<file path="config.mk">
export PLATFORM = sky130hd
export DESIGN_NAME = pin_mux
export DESIGN_NICKNAME = d
export VERILOG_FILES = /design/src/pin_mux.v
export VERILOG_INCLUDE_DIRS = /design/src
export SDC_FILE = /design/constraint.sdc
export NUM_CORES = 1
export LEC_CHECK = 0
export BUFFER_PORTS_ARGS = -buffer_cell sky130_fd_sc_hd__buf_2
export CAP_MARGIN = 25
export CORE_UTILIZATION = 48
export CTS_CLUSTER_DIAMETER = 80
export DETAILED_ROUTE_END_ITERATION = 7
export GPL_ROUTABILITY_DRIVEN = 0
export PLACE_DENSITY_LB_ADDON = 0.25
export RECOVER_POWER = 100
export SLEW_MARGIN = 20
export SYNTH_ARGS = -nofsm -noshare
export SYNTH_HDL_FRONTEND = slang
export SYNTH_SLANG_ARGS = --single-unit
</file>
<file path="constraint.sdc">
create_clock -name i_mclk -period 1.7 [get_ports i_mclk]
set_input_delay 0.085 -clock i_mclk [delete_from_list [all_inputs] [get_ports i_mclk]]
set_output_delay 0.085 -clock i_mclk [all_outputs]
set_load 0.02 [all_outputs]
</file>
<file path="src/pin_mux_consts.vh">
// Register offsets, field positions, reset values and codes for the pin mux
`ifndef PIN_MUX_CONSTS_VH
`define PIN_MUX_CONSTS_VH

`define REG_PORTC_SEL 4'h0
`define REG_PORTD_SEL 4'h1
`define REG_SRC_SEL 4'h2
`define REG_PORTB_SEL 4'h3
`define REG_PORTA_DATA 4'h4
`define REG_PORTA_DIR 4'h5
`define REG_PORTB_DATA 4'h6
`define REG_PORTB_DIR 4'h7
`define REG_PORTC_DATA 4'h8
`define REG_PORTC_DIR 4'h9
`define REG_WAKE_EN 4'ha
`define REG_BITOP 4'hb
`define REG_STATUS 4'hc
`define REG_PINS_A 4'hd
`define REG_PINS_B 4'he
`define REG_PINS_C 4'hf

`define SEL_RESET 8'h00
`define PORT_RESET 8'hff
`define SEL6_MASK 8'h3f

`define C6_SEL_LO 4
`define B5_SEL_LO 2
`define SRC_IRQ0_BIT 4
`define SRC_CS_BIT 1

`define FN_PORT0 2'h0
`define FN_PORT1 2'h1
`define FN_ALT 2'h2
`define FN_LCD 2'h3

`define BITOP_SET_BIT 3
`define BITOP_PORT_LO 4

`endif

</file>
<file path="src/pin_mux.v">
// Pin function select, input source select, port registers and wake-up
//
// Local design decisions: the Avalon-MM slave port and the register addresses.
`timescale 1ns/1ns
`default_nettype none
`include "pin_mux_consts.vh"

module pin_mux #(
	parameter W = 8
) (
	input wire i_mclk,
	input wire i_nrst,
	input wire [5:0] i_avs_address,
	input wire i_avs_read,
	input wire i_avs_write,
	input wire [31:0] i_avs_writedata,
	input wire [3:0] i_avs_byteenable,
	output reg [31:0] o_avs_readdata,
	output wire o_avs_waitrequest,
	input wire i_sleep,
	input wire [W-1:0] i_pa,
	input wire [W-1:0] i_pb,
	input wire [W-1:0] i_pc,
	output wire [W-1:0] o_pa,
	output wire [W-1:0] o_pa_oe,
	output wire [W-1:0] o_pb,
	output wire [W-1:0] o_pb_oe,
	output wire [W-1:0] o_pc,
	output wire [W-1:0] o_pc_oe,
	input wire i_serial_chip_select_out,
	input wire i_serial_chip_select_oe,
	input wire i_lcd_common_segment_21,
	output wire o_external_interrupt_zero,
	output wire o_serial_chip_select,
	output wire [7:0] o_portd_function_select,
	output reg o_wake
);
	reg [7:0] port_c_upper_function_select;
	reg [7:0] port_d_lower_function_select;
	reg [7:0] input_source_select;
	reg [7:0] port_b_upper_function_select;
	reg [W-1:0] pa_data, pa_dir, pb_data, pb_dir, pc_data, pc_dir;
	reg [W-1:0] wake_en;
	reg [W-1:0] pa_prev;
	reg wake_flag;
	reg ack;
	wire [1:0] portc_bit6_function_field;
	wire [1:0] portb_bit5_function_field;
	wire port_c_bit_six, port_b_bit_five, port_b_bit_zero, port_a_bit_one;
	wire wr, rd;
	wire [3:0] reg_idx;
	wire [7:0] wbyte;
	wire [2:0] bit_sel;
	wire [1:0] bit_port;
	wire bit_val;
	wire [W-1:0] fall;

	// Single-cycle wait: each access answered the edge after it appears
	assign o_avs_waitrequest = (i_avs_read | i_avs_write) & ~ack;
	assign wr = i_avs_write & ~ack & i_avs_byteenable[0];
	assign rd = i_avs_read & ~ack;
	assign reg_idx = i_avs_address[5:2];
	assign wbyte = i_avs_writedata[7:0];
	assign bit_sel = wbyte[2:0];
	assign bit_val = wbyte[`BITOP_SET_BIT];
	assign bit_port = wbyte[`BITOP_PORT_LO+1:`BITOP_PORT_LO];

	assign portc_bit6_function_field =
		port_c_upper_function_select[`C6_SEL_LO+1:`C6_SEL_LO];
	assign portb_bit5_function_field =
		port_b_upper_function_select[`B5_SEL_LO+1:`B5_SEL_LO];
	assign port_c_bit_six = i_pc[6];
	assign port_b_bit_five = i_pb[5];
	assign port_b_bit_zero = i_pb[0];
	assign port_a_bit_one = i_pa[1];

	// Direction bit 1 = input, so the pin drives when the bit is 0
	function [1:0] pin_drive;
		input [1:0] field;
		input alt_code_is_01;
		input gpio_d;
		input gpio_dir;
		begin
			if (alt_code_is_01 ? field == `FN_PORT1 : field == `FN_ALT)
				pin_drive = {i_serial_chip_select_out,
					i_serial_chip_select_oe};
			else if (!alt_code_is_01 && field == `FN_LCD)
				pin_drive = {i_lcd_common_segment_21, 1'b1};
			else if (!alt_code_is_01 && field == `FN_PORT1)
				pin_drive = {gpio_d, ~gpio_dir};
			else if (field == `FN_PORT0)
				pin_drive = {gpio_d, ~gpio_dir};
			else
				pin_drive = 2'b00;
		end
	endfunction

	wire [1:0] c6_drv;
	wire [1:0] b5_drv;
	assign c6_drv = pin_drive(portc_bit6_function_field, 1'b0,
		pc_data[6], pc_dir[6]);
	assign b5_drv = pin_drive(portb_bit5_function_field, 1'b1,
		pb_data[5], pb_dir[5]);

	genvar g;
	generate
		for (g = 0; g < W; g = g + 1) begin : pins
			assign o_pa[g] = pa_data[g];
			assign o_pa_oe[g] = ~pa_dir[g];
			if (g == 5) begin : b5
				assign o_pb[g] = b5_drv[1];
				assign o_pb_oe[g] = b5_drv[0];
			end else begin : bn
				assign o_pb[g] = pb_data[g];
				assign o_pb_oe[g] = ~pb_dir[g];
			end
			if (g == 6) begin : c6
				assign o_pc[g] = c6_drv[1];
				assign o_pc_oe[g] = c6_drv[0];
			end else begin : cn
				assign o_pc[g] = pc_data[g];
				assign o_pc_oe[g] = ~pc_dir[g];
			end
		end
	endgenerate

	assign o_external_interrupt_zero =
		input_source_select[`SRC_IRQ0_BIT] ?
		port_a_bit_one : port_b_bit_zero;
	assign o_serial_chip_select =
		input_source_select[`SRC_CS_BIT] ?
		port_b_bit_five : port_c_bit_six;
	assign o_portd_function_select = port_d_lower_function_select;

	assign fall = pa_prev & ~i_pa & wake_en;

	always @(posedge i_mclk or negedge i_nrst) begin
		if (!i_nrst) begin
			port_c_upper_function_select <= `SEL_RESET;
			port_d_lower_function_select <= `SEL_RESET;
			input_source_select <= `SEL_RESET;
			port_b_upper_function_select <= `SEL_RESET;
			pa_data <= {W{1'b1}};
			pa_dir <= {W{1'b1}};
			pb_data <= {W{1'b1}};
			pb_dir <= {W{1'b1}};
			pc_data <= {W{1'b1}};
			pc_dir <= {W{1'b1}};
			wake_en <= {W{1'b0}};
			pa_prev <= {W{1'b1}};
			wake_flag <= 1'b0;
			o_wake <= 1'b0;
			ack <= 1'b0;
			o_avs_readdata <= 32'h0000_0000;
		end else begin
			ack <= (i_avs_read | i_avs_write) & ~ack;
			pa_prev <= i_pa;
			o_wake <= i_sleep & (|fall);
			// Set wins over a software clear in the same cycle
			if (i_sleep & (|fall))
				wake_flag <= 1'b1;
			else if (wr && reg_idx == `REG_STATUS && wbyte[0])
				wake_flag <= 1'b0;
			if (wr) begin
				case (reg_idx)
				`REG_PORTC_SEL: port_c_upper_function_select <=
					wbyte & `SEL6_MASK;
				`REG_PORTD_SEL: port_d_lower_function_select <= wbyte;
				`REG_SRC_SEL: input_source_select <= wbyte & `SEL6_MASK;
				`REG_PORTB_SEL: port_b_upper_function_select <=
					wbyte & `SEL6_MASK;
				`REG_PORTA_DATA: pa_data <= wbyte[W-1:0];
				`REG_PORTA_DIR: pa_dir <= wbyte[W-1:0];
				`REG_PORTB_DATA: pb_data <= wbyte[W-1:0];
				`REG_PORTB_DIR: pb_dir <= wbyte[W-1:0];
				`REG_PORTC_DATA: pc_data <= wbyte[W-1:0];
				`REG_PORTC_DIR: pc_dir <= wbyte[W-1:0];
				`REG_WAKE_EN: wake_en <= wbyte[W-1:0];
				// Whole port read, one bit changed, byte written back
				`REG_BITOP: begin
					case (bit_port)
					2'h0: begin
						pa_data <= i_pa;
						pa_data[bit_sel] <= bit_val;
					end
					2'h1: begin
						pb_data <= i_pb;
						pb_data[bit_sel] <= bit_val;
					end
					2'h2: begin
						pc_data <= i_pc;
						pc_data[bit_sel] <= bit_val;
					end
					default: ;
					endcase
				end
				default: ;
				endcase
			end
			if (rd) begin
				case (reg_idx)
				`REG_PORTC_SEL: o_avs_readdata <=
					{24'h0, port_c_upper_function_select};
				`REG_PORTD_SEL: o_avs_readdata <=
					{24'h0, port_d_lower_function_select};
				`REG_SRC_SEL: o_avs_readdata <= {24'h0, input_source_select};
				`REG_PORTB_SEL: o_avs_readdata <=
					{24'h0, port_b_upper_function_select};
				`REG_PORTA_DATA: o_avs_readdata <= {24'h0, pa_data};
				`REG_PORTA_DIR: o_avs_readdata <= {24'h0, pa_dir};
				`REG_PORTB_DATA: o_avs_readdata <= {24'h0, pb_data};
				`REG_PORTB_DIR: o_avs_readdata <= {24'h0, pb_dir};
				`REG_PORTC_DATA: o_avs_readdata <= {24'h0, pc_data};
				`REG_PORTC_DIR: o_avs_readdata <= {24'h0, pc_dir};
				`REG_WAKE_EN: o_avs_readdata <= {24'h0, wake_en};
				`REG_STATUS: o_avs_readdata <= {31'h0, wake_flag};
				`REG_PINS_A: o_avs_readdata <= {24'h0, i_pa};
				`REG_PINS_B: o_avs_readdata <= {24'h0, i_pb};
				`REG_PINS_C: o_avs_readdata <= {24'h0, i_pc};
				default: o_avs_readdata <= 32'h0000_0000;
				endcase
			end
		end
	end
endmodule
`default_nettype wire

</file>
# Word-level counts from Yosys, hierarchy flattened
# Cells that the tools add are included.
# totals
ff_bits,125
inputBits,74
output_inout_bits,92
word_cells,121
# op_classes
magnitude_cmp,2
eq_ne,24
muxes,22
n_bitwise,34
reduce_logical,23
# op_table
operator,n
8-bit one-hot mux with 15 select lines,1
8-bit one-hot mux with 2 select lines,3
"4-bit equality test, second input constant",8
1-bit inverter,25
8-bit bitwise mux,3
8-bit 2-to-1 mux,3
8-bit bitwise AND,2
"4-bit by 3-bit equality test with 1-bit output, second input constant",4
2-bit AND reduction,8
2-bit 2-to-1 mux,6
3-bit AND reduction,3
"4-bit by 2-bit equality test with 1-bit output, second input constant",2
8-bit inverter,1
2-bit nonzero test,4
8-bit OR reduction,1
"2-bit by 1-bit equality test with 1-bit output, second input constant",3
"2-bit equality test, second input constant",3
2-bit zero test,3
1-bit bitwise AND,5
1-bit 2-to-1 mux,5
"4-bit by 1-bit equality test with 1-bit output, second input constant",1
4-bit zero test,1
"3-bit by 4-bit less-than comparator with 1-bit output, second input constant",1
"2-bit by 1-bit != test with 1-bit output, second input constant",2
other kinds (5),7

# Logic depth before layout (Yosys ltp)
# logic_depth
depth_word,7
depth_mapped,7
depth_no_buf,4

# Worst setup path before layout
# Ideal clock, no wire load.
# synth_path
path_kind,register to register
from,reg ack
to,"reg port_d_lower_function_select[0], in the netlist o_portd_function_select[0]"
setup_ps,125
arrival_ps,1506
required_time_ps,1575
path_slack_ps,69
stages_incl_launch_ff,5
path_buffers,0
synth_period_minus_slack_ps,1631
cell_sequence,dfrtp_1 nand3b_1 nor3_1 nand2_1 mux2_2
# synth_via
elab_chain_cells,4
# synth_rtl
item,line,rtl
from (decl),pin_mux.v:46,reg ack;
from (signal assigned),pin_mux.v:156,ack <= (i_avs_read | i_avs_write) & ~ack;
1-bit inverter,pin_mux.v:60,assign wr = i_avs_write & ~ack & i_avs_byteenable[0];
1-bit bitwise AND (2 in a row),pin_mux.v:60,
2-bit AND reduction (no line),-,
to (signal assigned),pin_mux.v:140,port_d_lower_function_select <= `SEL_RESET;
to (signal assigned),pin_mux.v:168,`REG_PORTD_SEL: port_d_lower_function_select <= wbyte;
to (decl),pin_mux.v:39,reg [7:0] port_d_lower_function_select;
# No other way between the ends.
# A chain may end at the register's enable or synchronous reset.

# Worst setup path after layout
# layout_path
from,reg ack
to,reg port_b_upper_function_select[5]
# layout_via
elab_chain_cells,4
# layout_rtl
item,line,rtl
1-bit inverter,pin_mux.v:60,
1-bit bitwise AND (2 in a row),pin_mux.v:60,
2-bit AND reduction (no line),-,
to (signal assigned),pin_mux.v:142,port_b_upper_function_select <= `SEL_RESET;
to (signal assigned),pin_mux.v:170,`REG_PORTB_SEL: port_b_upper_function_select <=
to (decl),pin_mux.v:41,reg [7:0] port_b_upper_function_select;
# No other way between the ends.

==> results.sh <==
export IMPL_clock_tree_from_tritoncts="done"
export IMPL_synth_top_flop_cell="sky130_fd_sc_hd__dfstp_2"
export IMPL_synthesis_area_mm2=0.00594
export IMPL_finalSetupViolCount=0
export IMPL_layout_nets=775
export IMPL_power_density_mw_per_mm2=1070
export IMPL_clock_skew_ns=0.00961
export IMPL_syn_inst=578
export IMPL_max_cap_violations=0
export IMPL_dr_pass1_iters=5
export IMPL_floorplan_die_width_um=113
export IMPL_effective_utilization_at_floorplan_pct=49.4
export IMPL_worstPathArrival_ns=1.88
export IMPL_antenna_violation_net_count_after_detailed_routing=0
export IMPL_cts_made_buffers=9
export IMPL_footprint_of_the_multi_input_gates_mm2=0.00284
export IMPL_grt_antenna_before_repair=0
export IMPL_cts_reportedPaths_clkPinSlew_ns=0.07
export IMPL_slew_viol_final=0
export IMPL_period_share_pct=96.5
export IMPL_drt_wl_total_um=18400
export IMPL_hold_path_class="input pin to flop"
export IMPL_yosysSeqAreaShare_pct=43.8
export IMPL_main_combinational_cell_family_by_area_after_synthesis="multiplexers"
export IMPL_synthAdderAreaFrac_pct=0
export IMPL_core_region_area_mm2=0.0120
export IMPL_global_route_usage_total_pct=29.4
export IMPL_worst_ep_required_time_ns=1.94
export IMPL_post_route_cell_area_mm2=0.00703
export IMPL_synthSimpleGateAreaFrac_pct=14.7
export IMPL_reg2reg_depth=5
export IMPL_n_antenna_cell=0
export IMPL_cts_max_path_buffers=2
export IMPL_io_pin_count=166
export IMPL_areaGrowthSynthToFinish_pct=18.5
export IMPL_fillCellCount=1038
export IMPL_fin_crit_ns=1.64
export IMPL_syn_avg_cell_area_um2=10.3
export IMPL_rr_endpoint="port_b_upper_function_select[5]"
export IMPL_dpl_worst_slack_ns=0.0419
export IMPL_crit_end_element="flop"
export IMPL_mostFrequentLayoutCell="sky130_fd_sc_hd__mux2_2"
export IMPL_final_seq_area_mm2=0.00260
export IMPL_critical_path_peak_fanout=6
export IMPL_final_core_utilization_pct=58.6
export IMPL_synth_yosys_warnings=0
export IMPL_clockRootBuffer="sky130_fd_sc_hd__clkbuf_16"
export IMPL_layout_cells_most_common_list="sky130_fd_sc_hd__mux2_2, sky130_fd_sc_hd__clkbuf_1, sky130_fd_sc_hd__buf_2"
export IMPL_report_final_hold_viol_count=0
export IMPL_min_delay_endpoint="pc_dir[7]"
export IMPL_synthDistinctLibCells=63
export IMPL_ctsHtreeMaxLevel=3
export IMPL_place_detailed_hpwl_um=13200
export IMPL_max_freq_ghz=0.609
export IMPL_fin_ws_ns=0.0587
export IMPL_number_of_buffers_inserted_by_port_buffering=112
export IMPL_vias=5179
export IMPL_grt_setup_unrepaired="false"
export IMPL_dieArea_mm2=0.0128
export IMPL_grt_pass1_vias=4924
export IMPL_post_route_cells_drive_above_1_share_pct=32.7
export IMPL_relSlewSlack_pct=29.9
export IMPL_cts_sink_count=101
export IMPL_run_status="completed"
export IMPL_synth_mux_area_fraction_pct=18.3
export IMPL_holdPathStages=3
export IMPL_hp_start="i_avs_writedata[7]"
export IMPL_r2r_start="ack"
export IMPL_height_of_the_die_um=113
export IMPL_timing_setup_tns_ns=0
export IMPL_p_leak_nw=2.99
export IMPL_grt_max_degree=46
export IMPL_synth_edf_count=0
export IMPL_grt_overflow_total=0
export IMPL_setup_reg_to_reg_worst_slack_ns=0.06
export IMPL_drt_vias_per_instance=6.07
export IMPL_timing_setup_critical_path_class="flop to flop"
export IMPL_vdd_ir_drop_max_uv=546
export IMPL_async_set_or_reset_flop_fraction_in_the_synthesized_netlist_pct=100
export IMPL_drc=0
export IMPL_detailed_route_wire_length_per_cell_um=21.6
export IMPL_drt_first_iter_violations=412
export IMPL_tightestPinTransition_ns=1.05
export IMPL_clock_insertion_delay_worst_skew_ns=0.36
export IMPL_synth_compound_gate_area_share_pct=13.6
export IMPL_grt_pass1_wl_um=28200
export IMPL_core_rowCount=40
export IMPL_yosys_register_bits=101
export IMPL_placed_area_mm2=0.00676
export IMPL_xor_xnor_portion_of_the_synthesized_cell_area_pct=0
export IMPL_crit_path_start_kind="flop"
## metal layers
metal,part of all wire (%),vias to the layer above,wire [µm],GRT usage [%]
li1,-,2260,-,-
met1,44,2563,8010,40.5
met2,45,311,8240,45.6
met3,8.5,45,1560,6.16
met4,3.2,0,596,11.2
met5,0,-,0,0
## per-stage QoR
step | instances | hold slack [ns] | power (mW)
after floorplan | 601 | -0.211 | 4.69
after global placement | 828 | -0.0223 | 5.37
after detailed placement | 828 | -0.0145 | 5.42
after CTS | 853 | 0.0239 | 7.68
after global routing | 853 | 0.0237 | 7.88
final | 853 | 0.0269 | 7.56
## worst max-delay path: stages (launching register included)
cell and delay, ns:
sky130_fd_sc_hd__dfrtp_1 0.41, sky130_fd_sc_hd__nand3b_1 0.20, sky130_fd_sc_hd__buf_4 0.19, sky130_fd_sc_hd__nor4_4 0.21, sky130_fd_sc_hd__buf_6 0.17, sky130_fd_sc_hd__mux2_2 0.33
## cells in the mapped netlist, types with 4 or more instances
master / n / area [µm²]
sky130_fd_sc_hd__a22oi_1: 6 / 45.0
sky130_fd_sc_hd__inv_1: 32 / 120
sky130_fd_sc_hd__o31ai_1: 6 / 45.0
sky130_fd_sc_hd__a32oi_1: 4 / 35.0
sky130_fd_sc_hd__o21ai_0: 35 / 175
sky130_fd_sc_hd__o22ai_1: 6 / 37.5
sky130_fd_sc_hd__nor2_1: 28 / 105
sky130_fd_sc_hd__clkbuf_1: 18 / 67.6
sky130_fd_sc_hd__buf_4: 40 / 300
sky130_fd_sc_hd__nand3b_1: 19 / 143
sky130_fd_sc_hd__mux2_2: 75 / 845
sky130_fd_sc_hd__a21oi_1: 21 / 105
sky130_fd_sc_hd__mux2i_1: 22 / 220
sky130_fd_sc_hd__nor3_1: 7 / 35.0
sky130_fd_sc_hd__nor2b_1: 8 / 50.1
sky130_fd_sc_hd__nand3_1: 7 / 35.0
sky130_fd_sc_hd__dfstp_2: 56 / 1470
sky130_fd_sc_hd__or3b_2: 4 / 35.0
sky130_fd_sc_hd__nand2_1: 36 / 135
sky130_fd_sc_hd__nand2b_1: 8 / 50.1
sky130_fd_sc_hd__buf_2: 15 / 75.1
sky130_fd_sc_hd__nor3b_1: 5 / 37.5
sky130_fd_sc_hd__a31oi_1: 4 / 25.0
sky130_fd_sc_hd__a211oi_1: 12 / 90.1
sky130_fd_sc_hd__and4b_1: 4 / 40.0
sky130_fd_sc_hd__dfrtp_1: 45 / 1130
## power by group
part / switching [mW] / internal, mW
Sequential: 0.369 / 2.97
Combinational: 1.22 / 0.751
Clock: 0.910 / 1.33
Total: 2.50 / 5.05
## kinds of logic after synthesis
logic type,count (synthesis)
simple gates,150
compound gates,121
buf+inv,107
flops,101
mux,98
other cells,1
## area by class of cell
class	instances	share of cell area [%]
clock buffers	12	3.50
clock inverters	4	1.03
inverters	32	1.71
multi-input cells	393	40.4
flip-flops and latches	101	36.9
well taps	147	2.61
repair buffers	164	13.8
## worst max path at each step
stage,endpoint,from,depth (start not counted),slack [ns]
floorplan,o_portd_function_select[0],ack,4,0.07
global placement,o_pa[4],i_avs_address[2],6,0.06
detailed placement,port_c_upper_function_select[2],ack,4,0.04
CTS,port_c_upper_function_select[2],ack,4,0.04
global route,pc_data[7],i_nrst,3,0.01
finish,port_b_upper_function_select[5],ack,5,0.06
## state kept, by name, indices dropped and copies added, names as in the netlist, 8 cells and up
| register | cells |
|---|---|
| o_avs_readdata | 8 |
| pb_dir | 8 |
| pc_dir | 8 |
| pa_dir | 8 |
| pb_data | 8 |
| pa_prev | 8 |
| wake_en | 8 |
| o_pa | 8 |
| pc_data | 8 |
| o_portd_function_select | 8 |
## repair_timing
action / in CTS / in global routing
endpoints found under the hold margin: 67 / 0
resized for setup: 0 / 2
buffers inserted: 0 / 0
hold buffers: 9 / 0
setup endpoints to repair: 0 / 20
Power figures use the tool's default switching activity.
